<file path="src/reset_watchdog_pkg.sv">
// Purpose: constants, types and helpers of the reset controller and its watchdog
// Assumes: 200 MHz core clock, 128 kHz watchdog oscillator on a pin
// Notes: bus offsets are byte addresses of aligned 32-bit words
package reset_watchdog_pkg;
    // register map, byte offsets
    localparam logic [7:0] CAUSE_OFS = 8'h00;
    localparam logic [7:0] WDCTRL_OFS = 8'h04;
    localparam logic [7:0] STATUS_OFS = 8'h08;
    // status register bit positions
    localparam int STAT_BANDGAP_BIT = 0;
    localparam int STAT_WINDOW_BIT = 1;
    localparam int STAT_BROWNOUT_EN_BIT = 2;
    // clock and timing
    localparam int CLK_MHZ = 200;
    localparam int EXT_MIN_PULSE_NS = 2500;
    localparam int EXT_MIN_CYC = (EXT_MIN_PULSE_NS * CLK_MHZ + 999) / 1000;
    localparam int BROWNOUT_MIN_LOW_NS = 2000;
    localparam int BROWNOUT_MIN_CYC = (BROWNOUT_MIN_LOW_NS * CLK_MHZ + 999) / 1000;
    localparam int RELEASE_DELAY_BASE_CYC = 64;
    localparam int CHANGE_WINDOW_CYC = 4;
    localparam int WDOG_OSC_KHZ = 128;
    localparam int WDOG_MIN_PERIOD_MS = 16;
    localparam int WDOG_MIN_TICKS = WDOG_MIN_PERIOD_MS * WDOG_OSC_KHZ;
    localparam int WDOG_MAX_SEL = 9;
    localparam logic [2:0] BROWNOUT_OFF_CODE = 3'h7;
    // watchdog control word, bit 7 down to bit 0
    typedef struct packed {
        logic watchdog_interrupt_flag;
        logic watchdog_interrupt_enable;
        logic period_sel_hi;
        logic change_enable;
        logic reset_enable;
        logic [2:0] period_sel_lo;
    } wdog_ctrl_t;
    // reset cause flags, bit 3 down to bit 0
    typedef struct packed {
        logic watchdog_reset_cause_flag;
        logic brownout_flag;
        logic external_flag;
        logic poweron_flag;
    } cause_t;
    localparam wdog_ctrl_t WDCTRL_RESET = 8'h00;
    localparam cause_t CAUSE_RESET = 4'h0;
    // a level is accepted once the second and third synchroniser stages agree
    function automatic logic settle(input logic cur, input logic s2, input logic s3);
        settle = (s2 == s3) ? s3 : cur;
    endfunction
endpackage

</file>
<file path="src/watchdog_counter.sv">
// Purpose: watchdog period counter on ticks of the watchdog oscillator pin
// Assumes: oscillator much slower than the core clock
// Notes: expire is a one-cycle pulse in the core clock domain
`timescale 1ns/1ps
module watchdog_counter #(
    parameter int MIN_TICKS = reset_watchdog_pkg::WDOG_MIN_TICKS,
    parameter int MAX_SEL = reset_watchdog_pkg::WDOG_MAX_SEL
) (
    input wire logic clk,
    input wire logic rst,
    input wire logic osc,
    input wire logic run,
    input wire logic restart,
    input wire logic [3:0] sel,
    output logic expire
);
    localparam int CW = $clog2(MIN_TICKS) + MAX_SEL + 1;
    logic [2:0] osc_sy;
    logic osc_lvl;
    logic tick;
    logic [CW-1:0] cnt_reg;
    logic [CW-1:0] limit;
    logic [3:0] sel_c;

    if (MIN_TICKS < 2 || MAX_SEL > 15)
        $error("watchdog_counter: unsupported period parameters");

    // three-stage synchroniser, only the settled level is looked at
    always_ff @(posedge clk)
    begin
        if (rst)
        begin
            osc_sy <= 3'h0;
            osc_lvl <= 1'b0;
        end
        else
        begin
            osc_sy <= {osc_sy[1:0], osc};
            osc_lvl <= reset_watchdog_pkg::settle(osc_lvl, osc_sy[1], osc_sy[2]);
        end
    end

    // one oscillator cycle counted per settled rising change
    assign tick = !osc_lvl && reset_watchdog_pkg::settle(osc_lvl, osc_sy[1], osc_sy[2]);
    // reserved selector codes clamp to the longest period
    assign sel_c = (sel > 4'(MAX_SEL)) ? 4'(MAX_SEL) : sel;
    assign limit = CW'(MIN_TICKS) << sel_c;

    // period counter; restart clears it so a timely restart never expires
    always_ff @(posedge clk)
    begin
        if (rst || restart || !run)
        begin
            cnt_reg <= '0;
            expire <= 1'b0;
        end
        else if (tick && cnt_reg == limit - CW'(1))
        begin
            cnt_reg <= '0;
            expire <= 1'b1;
        end
        else
        begin
            cnt_reg <= tick ? cnt_reg + CW'(1) : cnt_reg;
            expire <= 1'b0;
        end
    end
endmodule

</file>
<file path="src/reset_control_with_watchdog.sv">
// Purpose: merges four reset sources, stretches the reset, hosts the watchdog
// Assumes: AHB-Lite slave with single word transfers; fuses are static
// Notes: cause flags survive the stretched reset; only RESETN clears the bus
//
// Added by the designer: the register addresses and the AHB-Lite slave port.
`timescale 1ns/1ps
module reset_control_with_watchdog #(
    parameter int EXT_CYC = reset_watchdog_pkg::EXT_MIN_CYC,
    parameter int BROWNOUT_CYC = reset_watchdog_pkg::BROWNOUT_MIN_CYC,
    parameter int DELAY_BASE = reset_watchdog_pkg::RELEASE_DELAY_BASE_CYC,
    parameter int WD_MIN_TICKS = reset_watchdog_pkg::WDOG_MIN_TICKS
) (
    input wire logic CORE_CLK,
    input wire logic RESETN,
    input wire logic POWERON_LOW,
    input wire logic EXT_RESET_N,
    input wire logic BROWNOUT_LOW,
    input wire logic [2:0] BROWNOUT_LEVEL_FUSES,
    input wire logic RESET_PIN_DISABLE_FUSE,
    input wire logic WATCHDOG_ALWAYS_ON_FUSE,
    input wire logic [1:0] STARTUP_TIME_SELECT_FUSE,
    input wire logic [3:0] CLOCK_SOURCE_SELECT_FUSE,
    input wire logic COMPARATOR_BANDGAP_SELECT,
    input wire logic CONVERTER_ENABLE,
    input wire logic WDOG_OSC,
    input wire logic WDOG_RESTART,
    input wire logic WDOG_VECTOR_TAKEN,
    input wire logic HSEL,
    input wire logic [31:0] HADDR,
    input wire logic [1:0] HTRANS,
    input wire logic HWRITE,
    input wire logic [2:0] HSIZE,
    input wire logic [31:0] HWDATA,
    input wire logic HREADY,
    output logic [31:0] HRDATA,
    output logic HREADYOUT,
    output logic HRESP,
    output logic SYS_RESET_N,
    output logic FETCH_START,
    output logic WDOG_IRQ,
    output logic BANDGAP_ENABLE
);
    localparam int DW = 16;
    logic [2:0] pwr_sy, ext_sy, bo_sy;
    logic pwr_set, ext_set, bo_set;
    logic [DW-1:0] ext_cnt, bo_cnt, dly_cnt;
    logic ext_active, bo_active;
    logic brownout_en;
    logic async_src, any_src;
    logic held_reg;
    logic [DW-1:0] dly_target;
    logic wd_pulse_reg;
    logic expire;
    logic rst_int;
    reset_watchdog_pkg::cause_t cause_reg, cause_next;
    reset_watchdog_pkg::wdog_ctrl_t wdc_reg, wdc_next, wr_val;
    logic [2:0] win_cnt;
    logic win_open;
    logic dp_wr_reg, dp_rd_reg;
    logic [7:0] dp_addr_reg;
    logic ap;
    logic wr_wd, wr_cause;
    logic [31:0] rd_word;

    // the largest base must still fit the 16-bit stretch counter after a shift of six
    if (EXT_CYC < 1 || BROWNOUT_CYC < 1 || DELAY_BASE < 1 || DELAY_BASE > 512)
        $error("reset_control_with_watchdog: unsupported timing parameters");

    // pin and analog levels pass three stages before use
    always_ff @(posedge CORE_CLK)
    begin
        if (!RESETN)
        begin
            pwr_sy <= 3'h7;
            ext_sy <= 3'h7;
            bo_sy <= 3'h0;
            pwr_set <= 1'b1;
            ext_set <= 1'b1;
            bo_set <= 1'b0;
        end
        else
        begin
            pwr_sy <= {pwr_sy[1:0], POWERON_LOW};
            ext_sy <= {ext_sy[1:0], EXT_RESET_N};
            bo_sy <= {bo_sy[1:0], BROWNOUT_LOW};
            pwr_set <= reset_watchdog_pkg::settle(pwr_set, pwr_sy[1], pwr_sy[2]);
            ext_set <= reset_watchdog_pkg::settle(ext_set, ext_sy[1], ext_sy[2]);
            bo_set <= reset_watchdog_pkg::settle(bo_set, bo_sy[1], bo_sy[2]);
        end
    end

    // external pin low must last the minimum pulse before it counts
    always_ff @(posedge CORE_CLK)
    begin
        if (!RESETN || RESET_PIN_DISABLE_FUSE || ext_set)
        begin
            ext_cnt <= '0;
            ext_active <= 1'b0;
        end
        else if (ext_cnt == DW'(EXT_CYC - 1))
            ext_active <= 1'b1;
        else
            ext_cnt <= ext_cnt + DW'(1);
    end

    assign brownout_en = BROWNOUT_LEVEL_FUSES != reset_watchdog_pkg::BROWNOUT_OFF_CODE;

    // brown-out low filtered against glitches shorter than the minimum time
    always_ff @(posedge CORE_CLK)
    begin
        if (!RESETN || !brownout_en || !bo_set)
        begin
            bo_cnt <= '0;
            bo_active <= 1'b0;
        end
        else if (bo_cnt == DW'(BROWNOUT_CYC - 1))
            bo_active <= 1'b1;
        else
            bo_cnt <= bo_cnt + DW'(1);
    end

    assign any_src = pwr_set || ext_active || bo_active || wd_pulse_reg;
    // raw pins only; brown-out stays filtered so glitches cannot reach the ports
    assign async_src = POWERON_LOW || (!EXT_RESET_N && !RESET_PIN_DISABLE_FUSE);
    // fuse-selected stretch, base count doubled per selector step;
    // the shift sum is kept at three bits so the largest selection cannot wrap
    assign dly_target = DW'(DELAY_BASE)
        << ({1'b0, STARTUP_TIME_SELECT_FUSE} + {1'b0, CLOCK_SOURCE_SELECT_FUSE[1:0]});

    // delay counter restarts whenever any source is active, counts once all are gone
    always_ff @(posedge CORE_CLK)
    begin
        if (!RESETN || any_src)
        begin
            held_reg <= 1'b1;
            dly_cnt <= '0;
        end
        else if (held_reg && dly_cnt == dly_target - DW'(1))
            held_reg <= 1'b0;
        else if (held_reg)
            dly_cnt <= dly_cnt + DW'(1);
    end

    // system reset drops asynchronously from pins, releases on the clock
    always_ff @(posedge CORE_CLK or posedge async_src)
    begin
        if (async_src)
            SYS_RESET_N <= 1'b0;
        else
            SYS_RESET_N <= RESETN && !held_reg && !any_src;
    end

    // one pulse as the core leaves reset, telling it to fetch at the reset vector
    always_ff @(posedge CORE_CLK)
    begin
        if (!RESETN)
            FETCH_START <= 1'b0;
        else
            FETCH_START <= !SYS_RESET_N && !held_reg && !any_src && !async_src;
    end

    assign rst_int = !RESETN || held_reg;

    // AHB-Lite slave: writes take no wait, reads one wait so a preceding write lands
    assign ap = HSEL && HTRANS[1] && HREADY;
    always_ff @(posedge CORE_CLK)
    begin
        if (!RESETN)
        begin
            dp_wr_reg <= 1'b0;
            dp_rd_reg <= 1'b0;
            dp_addr_reg <= 8'h00;
            HREADYOUT <= 1'b1;
            HRDATA <= 32'h00000000;
            HRESP <= 1'b0;
        end
        else
        begin
            dp_wr_reg <= ap && HWRITE;
            dp_rd_reg <= ap && !HWRITE;
            dp_addr_reg <= ap ? HADDR[7:0] : dp_addr_reg;
            HREADYOUT <= !(ap && !HWRITE);
            HRDATA <= dp_rd_reg ? rd_word : HRDATA;
            HRESP <= 1'b0;
        end
    end

    assign wr_wd = dp_wr_reg && dp_addr_reg == reset_watchdog_pkg::WDCTRL_OFS;
    assign wr_cause = dp_wr_reg && dp_addr_reg == reset_watchdog_pkg::CAUSE_OFS;
    assign wr_val = HWDATA[7:0];
    assign win_open = win_cnt != 3'h0;

    // read mux; unmapped offsets read zero
    always_comb
    begin
        rd_word = 32'h00000000;
        unique case (dp_addr_reg)
            reset_watchdog_pkg::CAUSE_OFS: rd_word[3:0] = cause_reg;
            reset_watchdog_pkg::WDCTRL_OFS:
            begin
                rd_word[7:0] = wdc_reg;
                rd_word[4] = win_open;
            end
            reset_watchdog_pkg::STATUS_OFS:
            begin
                rd_word[reset_watchdog_pkg::STAT_BANDGAP_BIT] = BANDGAP_ENABLE;
                rd_word[reset_watchdog_pkg::STAT_WINDOW_BIT] = win_open;
                rd_word[reset_watchdog_pkg::STAT_BROWNOUT_EN_BIT] = brownout_en;
            end
            default: rd_word = 32'h00000000;
        endcase
    end

    // cause flags: writing zero clears, a source set in the same cycle wins
    always_comb
    begin
        cause_next = cause_reg;
        if (wr_cause)
            cause_next = cause_reg & HWDATA[3:0];
        cause_next.external_flag = cause_next.external_flag || ext_active;
        cause_next.brownout_flag = cause_next.brownout_flag || bo_active;
        cause_next.watchdog_reset_cause_flag = cause_next.watchdog_reset_cause_flag || wd_pulse_reg;
        if (pwr_set)
            cause_next = 4'h1;
    end

    // flags live through the stretched reset so software can read the cause
    always_ff @(posedge CORE_CLK)
    begin
        if (!RESETN)
            cause_reg <= reset_watchdog_pkg::CAUSE_RESET;
        else
            cause_reg <= cause_next;
    end

    // change window opened by change enable plus reset enable, closes by itself
    always_ff @(posedge CORE_CLK)
    begin
        if (rst_int)
            win_cnt <= 3'h0;
        else if (wr_wd && wr_val.change_enable && wr_val.reset_enable)
            win_cnt <= 3'(reset_watchdog_pkg::CHANGE_WINDOW_CYC);
        else if (wr_wd && win_open)
            win_cnt <= 3'h0;
        else if (win_open)
            win_cnt <= win_cnt - 3'h1;
    end

    // watchdog control next value; hardware sets win over clears
    always_comb
    begin
        wdc_next = wdc_reg;
        if (wr_wd)
        begin
            wdc_next.watchdog_interrupt_enable = wr_val.watchdog_interrupt_enable;
            if (wr_val.watchdog_interrupt_flag)
                wdc_next.watchdog_interrupt_flag = 1'b0;
            if (wr_val.reset_enable)
                wdc_next.reset_enable = 1'b1;
            if (win_open && !wr_val.change_enable)
            begin
                wdc_next.reset_enable = wr_val.reset_enable;
                wdc_next.period_sel_hi = wr_val.period_sel_hi;
                wdc_next.period_sel_lo = wr_val.period_sel_lo;
            end
        end
        if (WDOG_VECTOR_TAKEN)
        begin
            wdc_next.watchdog_interrupt_flag = 1'b0;
            if (wdc_reg.reset_enable)
                wdc_next.watchdog_interrupt_enable = 1'b0;
        end
        if (expire && wdc_reg.watchdog_interrupt_enable)
        begin
            wdc_next.watchdog_interrupt_flag = 1'b1;
            if (wdc_reg.reset_enable)
                wdc_next.watchdog_interrupt_enable = 1'b0;
        end
        wdc_next.change_enable = 1'b0;
        if (WATCHDOG_ALWAYS_ON_FUSE)
        begin
            wdc_next.reset_enable = 1'b1;
            wdc_next.watchdog_interrupt_enable = 1'b0;
        end
    end

    // reset keeps the watchdog enabled after a watchdog reset, avoiding silent loss
    always_ff @(posedge CORE_CLK)
    begin
        if (rst_int)
        begin
            wdc_reg <= reset_watchdog_pkg::WDCTRL_RESET;
            wdc_reg.reset_enable <= WATCHDOG_ALWAYS_ON_FUSE || cause_reg.watchdog_reset_cause_flag;
        end
        else
            wdc_reg <= wdc_next;
    end

    // one-cycle system reset pulse on expiry in reset mode
    always_ff @(posedge CORE_CLK)
    begin
        if (!RESETN)
            wd_pulse_reg <= 1'b0;
        else
            wd_pulse_reg <= expire && wdc_reg.reset_enable && !wdc_reg.watchdog_interrupt_enable;
    end

    // level request, valid with the core clock stopped in sleep as long as it runs here
    assign WDOG_IRQ = wdc_reg.watchdog_interrupt_flag;

    // reference kept on only while some user needs it
    always_ff @(posedge CORE_CLK)
    begin
        if (!RESETN)
            BANDGAP_ENABLE <= 1'b0;
        else
            BANDGAP_ENABLE <= brownout_en || COMPARATOR_BANDGAP_SELECT || CONVERTER_ENABLE;
    end

    watchdog_counter #(
        .MIN_TICKS(WD_MIN_TICKS),
        .MAX_SEL(reset_watchdog_pkg::WDOG_MAX_SEL)
    ) u_counter (
        .clk(CORE_CLK),
        .rst(rst_int),
        .osc(WDOG_OSC),
        .run(wdc_reg.reset_enable || wdc_reg.watchdog_interrupt_enable),
        .restart(WDOG_RESTART),
        .sel({wdc_reg.period_sel_hi, wdc_reg.period_sel_lo}),
        .expire(expire)
    );
endmodule

</file>
<file path="config.mk">
export PLATFORM = sky130hd
export DESIGN_NAME = reset_control_with_watchdog
export DESIGN_NICKNAME = d
export VERILOG_FILES = /design/src/reset_watchdog_pkg.sv /design/src/watchdog_counter.sv /design/src/reset_control_with_watchdog.sv
export SDC_FILE = /design/constraint.sdc
export NUM_CORES = 1
export LEC_CHECK = 0
export ABC_AREA = 1
export BUFFER_PORTS_ARGS = -buffer_cell sky130_fd_sc_hd__buf_2
export CAP_MARGIN = 40
export CORE_MARGIN = 3
export CORE_UTILIZATION = 45
export CTS_BUF_LIST = sky130_fd_sc_hd__clkbuf_8
export DETAILED_ROUTE_END_ITERATION = 10
export PLACE_DENSITY = 0.77
export SYNTH_ARGS = -nofsm -noshare
export SYNTH_HDL_FRONTEND = slang
export SYNTH_SLANG_ARGS = --single-unit
</file>
<file path="constraint.sdc">
create_clock -name CORE_CLK -period 4.1 [get_ports CORE_CLK]
set_input_delay 0.82 -clock CORE_CLK [delete_from_list [all_inputs] [get_ports CORE_CLK]]
set_output_delay 0.82 -clock CORE_CLK [all_outputs]
set_load 0.01 [all_outputs]
</file>
* Word-level counts from Yosys, hierarchy flattened
Cells that the tools add are included.
Word-level totals: register bits after elaboration 126, input port bits 93, output and inout port bits 38, logic and storage cells 156
Operators by class: $lt $le $gt $ge 1, shift-type cells 2, reductions and logical operators 72, bitwise gates (word level) 3, add/subtract/negate cells 8, eq/ne operators 11, muxes and demuxes 23
Operators with widths (count):
- adder 16 x 1 -> 16 bit, second input constant | 3
- == test 16 x 9 -> 1 bit, second input constant | 2
- two-way mux 4 bit | 6
- logical AND 1 bit | 22
- adder 21 x 1 -> 21 bit, second input constant | 1
- == test 21 bit | 1
- << shifter 12 x 4 -> 21 bit, first input constant | 1
- subtractor 21 x 1 -> 21 bit, second input constant | 1
- logical OR 1 bit | 19
- == test 16 bit | 1
- << shifter 7 x 3 -> 16 bit, first input constant | 1
- subtractor 16 x 1 -> 16 bit, second input constant | 1
- zero test 1 bit | 15
- nonzero test 3 bit | 5
- two-way mux 3 bit | 4
- two-way mux 1 bit | 9
- case mux 3 bit (3 select lines) | 1
- == test 8 x 3 -> 1 bit, second input constant | 1
- == test 8 x 4 -> 1 bit, second input constant | 1
- zero test 8 bit | 1
- AND reduction 2 bit | 4
- OR reduction 2 bit | 3
- bitwise AND 4 bit | 1
- == test 1 bit | 4
- other kinds (10) | 12

* Depth between registers and ports, before layout
depth in word-level cells 8, depth in mapped cells 19, mapped depth without buffers 17

* Hierarchy
Synthesis repeated with hierarchy kept, for this count alone.
Second synthesis, totals: cell total of the unflattened synthesis 844, area total of the unflattened synthesis 6429.9 µm²
By module, submodules not included:
- reset_control_with_watchdog | cells each 635, instances 1, area each 4832.1 µm², seq. area each 2016.9 µm²
- watchdog_counter | cells each 209, instances 1, area each 1597.8 µm², seq. area each 520.5 µm²

* Worst setup path after synthesis
No wires, ideal clock.
kind input to register, start in STARTUP_TIME_SELECT_FUSE[0], end reg dly_cnt[0], setup slack 1.103 ns, library setup time 0.115 ns, data required time 3.985 ns, path buffers 1, cell stages on the path 14, data arrival time 2.882 ns, path through ha_1 -> inv_1 -> fa_1 -> nand3_1 -> ha_1 -> xor2_1 -> nand2_1 -> nor2_1 -> nand2_1 -> nor2_2 -> nand2_4 -> buf_2 -> a21oi_1 -> nor2_1
On the way: cells in the longest elaborated chain, start to end 7
Ends and longest elaborated chain:
- from (decl) | line reset_control_with_watchdog.sv:21 | input wire logic [1:0] STARTUP_TIME_SELECT_FUSE,
- adder 2 x 2 -> 3 bit | line reset_control_with_watchdog.sv:128 | << ({1'b0, STARTUP_TIME_SELECT_FUSE} + {1'b0, CLOCK_SOURCE_SELECT_FUSE[1:0]});
- << shifter 7 x 3 -> 16 bit | line reset_control_with_watchdog.sv:127 | assign dly_target = DW'(DELAY_BASE)
- subtractor 16 x 1 -> 16 bit | line reset_control_with_watchdog.sv:138 | else if (held_reg && dly_cnt == dly_target - DW'(1))
- == test 16 bit | line reset_control_with_watchdog.sv:138
- logical AND 1 bit | line reset_control_with_watchdog.sv:138
- inverter 1 bit (no line)
- AND reduction 2 bit (no line)
- to (signal assigned) | line reset_control_with_watchdog.sv:141 | dly_cnt <= dly_cnt + DW'(1);
- to (decl) | line reset_control_with_watchdog.sv:46 | logic [DW-1:0] ext_cnt, bo_cnt, dly_cnt;
No other way between the ends. A chain may end at the register's enable or synchronous reset.

* Worst setup path in the final report
start in STARTUP_TIME_SELECT_FUSE[0], end reg dly_cnt[14]
Same word-level chain as after synthesis.

==> flow_metrics.env <==
export IMPL_cap_viol_max_count=0
export IMPL_grt_overflow=0
export IMPL_largest_reg_flops=21
export IMPL_ys_seq_elements=126
export IMPL_syn_instance_count=941
export IMPL_final_core_util=0.5136
export IMPL_path_cells="buf_2 -> ha_1 -> inv_1 -> fa_1 -> nand3_1 -> ha_1 -> inv_1 -> nand2_1 -> nand2_1 -> nor2_1 -> nor2_1 -> nand2_1 -> nor2_2 -> nand2_4 -> nand2_4 -> nand2_1 -> a21oi_1"
export IMPL_fmax_ghz=0.3407
export IMPL_coreArea_um2=13990
export IMPL_cpPeakStageDelay_ns=0.62
export IMPL_cts_tree="built"
export IMPL_synthTopCellsByCount="188 x nand2_1, 124 x dfxtp_1, 124 x nor2_1"
export IMPL_hpwl_um=10030
export IMPL_diodes=0
export IMPL_worst_ep_required_time_ns=4.44
export IMPL_drc=0
export IMPL_clk_pin_slew_ns=0.07
export IMPL_tightestPinTransition_ns=0.8480
export IMPL_htreeDepth=4
export IMPL_power_density_nw_per_um2=329.0
export IMPL_synth_area_leader_cell="dfxtp_1"
export IMPL_synth_top_area_frac=0.3818
export IMPL_port_buffers=51
export IMPL_placed_cell_area_um2=6815
export IMPL_grt_busiest_layer="met2"
export IMPL_drive_gt1_frac=0.1190
export IMPL_grt_util_met1=0.2197
export IMPL_path_max_fanout=18
export IMPL_grt_usage=0.1711
export IMPL_reg2reg_slack_ns=1.64
export IMPL_area_growth_synth_to_final_pct=10.49
export IMPL_hold_buffers=0
export IMPL_start_kind="primary input"
export IMPL_max_vdd_ir_drop_mv=0.3237
export IMPL_synth_edff_count=1
export IMPL_fin_crit_ns=2.935
export IMPL_clock_path_buffers=2
export IMPL_p_leak_nw=2.772
export IMPL_drtAntennaViolNets=0
export IMPL_syn_area_per_cell_um2=6.910
export IMPL_num_io_pins=131
export IMPL_setup_viol=0
export IMPL_clk_latency_ns=0.43
export IMPL_dieHeight_um=126.2
export IMPL_cp_slowest_cell="fa_1"
export IMPL_cts_buffers=17
export IMPL_yosys_warnings=0
export IMPL_grt_first_pass_wirelength_um=22780
export IMPL_clock_skew_ns=0.01190
export IMPL_gr_usage_met2=0.2817
export IMPL_worst_setup_path_type="primary input to register"
export IMPL_r2r_start="held_reg"
export IMPL_crit_path_frequent_cell="nand2_1"
export IMPL_grt_pass1_vias=5181
export IMPL_yosysSeqAreaShare=0.3902
export IMPL_stdcell_area_um2=7184
export IMPL_fin_crit_sh=0.7159
export IMPL_finalSetupTns_ns=0
export IMPL_clock_sinks=126
export IMPL_end_kind="register"
export IMPL_die_area_um2=15930
export IMPL_synth_area_um2=6502
export IMPL_drt_iter0_drc=422
export IMPL_grt_max_degree=23
export IMPL_antenna_found_initial=0
export IMPL_status="finished clean"
export IMPL_routedWlPerCell_um=11.50
export IMPL_cp_arrival_ns=3.28
export IMPL_initial_core_util=0.4648
export IMPL_hold_class="primary input to async pin"
export IMPL_grtUsageMet3=0.04580
export IMPL_gp_routability_congestion=0.8980
export IMPL_final_max_slew_viol_count=0
export IMPL_vias=5876
export IMPL_synthFlopType="dfxtp_1"
export IMPL_synthTopCellsByArea="dfxtp_1 38%, nand2_1 11%, nor2_1 7.2%"
export IMPL_final_nets=1098
export IMPL_hold_viol=0
export IMPL_cts_resized=0
export IMPL_yosysMostFrequentCell="nand2_1"
export IMPL_rsz0062_at_grt="false"
export IMPL_reg2reg_to="u_counter.cnt_reg[15]"
export IMPL_synth_cell_type_count=41
export IMPL_r2r_cells=5
export IMPL_post_cts_buffers=0
export IMPL_vias_per_cell=4.946
export IMPL_dieWidth_um=126.2
export IMPL_dr_pass1_iters=5
export IMPL_clockRootBuffer="clkbuf_8"
export IMPL_async_reset_ff_frac=0.007937
export IMPL_whs_ns=0.3050
export IMPL_num_rows=43
export IMPL_max_slew_margin=0.4333
export IMPL_routed_wl_um=13660
## worst max path at each step
stage                                startpoint           to  slack, ns  cells past startpoint
floorplan           STARTUP_TIME_SELECT_FUSE[0]   dly_cnt[0]       1.10                     14
global placement    STARTUP_TIME_SELECT_FUSE[0]   dly_cnt[9]       0.77                     17
detailed placement  STARTUP_TIME_SELECT_FUSE[0]   dly_cnt[8]       0.69                     17
CTS                 STARTUP_TIME_SELECT_FUSE[0]   dly_cnt[3]       1.16                     17
global route        STARTUP_TIME_SELECT_FUSE[0]  dly_cnt[14]       0.86                     17
finish              STARTUP_TIME_SELECT_FUSE[0]  dly_cnt[14]       1.16                     17
## cell type report
cell class              instances  area (um^2)
fillers                      1371         6804
multi-input cells             669         3306
flip-flops and latches        126         2537
inverters                     129        484.2
repair buffers                 52        262.8
clock buffers                  18        247.7
well taps                     180        225.2
clock inverters                14        121.4
## cell families (layout without fill, tap and decap cells)
family / count (synthesis) / count (layout) / synth area share
compound gates: 134 / 134 / 0.1139
flops: 126 / 126 / 0.3902
other cells: 1 / 25 / 0.0005767
xor+xnor: 35 / 35 / 0.04714
simple gates: 464 / 464 / 0.3110
buf+inv: 170 / 213 / 0.1153
fa+ha+maj: 11 / 11 / 0.02194
## where the power goes
part / switching [W] / internal (W)
registers: 0.00000416 / 0.00124
logic: 0.0000782 / 0.0000426
clock network: 0.000509 / 0.000494
## cell usage in the layout (no fill, tap or decap), types with 4 or more instances in the layout
| master | n |
|---|---|
| nor3_1 | 33 |
| buf_2 | 51 |
| inv_1 | 120 |
| a21oi_2 | 9 |
| inv_2 | 10 |
| o21ai_0 | 38 |
| nor2_1 | 124 |
| conb_1 | 25 |
| o211ai_1 | 5 |
| nor4_1 | 4 |
| clkinvlp_4 | 4 |
| nand4_1 | 18 |
| nor2_2 | 6 |
| ha_1 | 9 |
| nand2_1 | 188 |
| xor2_1 | 30 |
| a21oi_1 | 69 |
| xnor2_1 | 5 |
| or2_2 | 7 |
| o21a_1 | 5 |
| nand3_1 | 72 |
| clkbuf_8 | 18 |
| dfxtp_1 | 124 |
## critical path, delay by kind of cell
family	cells	cell delay, ns
AND/OR/NAND/NOR	10	1.08
adder cells (fa/ha/maj)	3	1.04
buffers and inverters	3	0.20
AO/OA/AOI/OAI	1	0.12
## per-layer routing
layer | up-vias | share of wire
met2 | 124 | 0.46
met4 | 0 | 0.014
met1 | 2648 | 0.47
met5 | - | 0
li1 | 3086 | -
met3 | 18 | 0.053
## stage by stage
step / setup WS [ns] / power (W) / cells
after floorplan: 1.103 / 0.001367 / 965
after global placement: 0.7699 / 0.001387 / 1156
after detailed placement: 0.6944 / 0.001388 / 1156
after CTS: 1.158 / 0.002380 / 1188
after global routing: 0.8562 / 0.002455 / 1188
final: 1.165 / 0.002363 / 1188
Note: power is estimated with default switching activity, not from simulation.
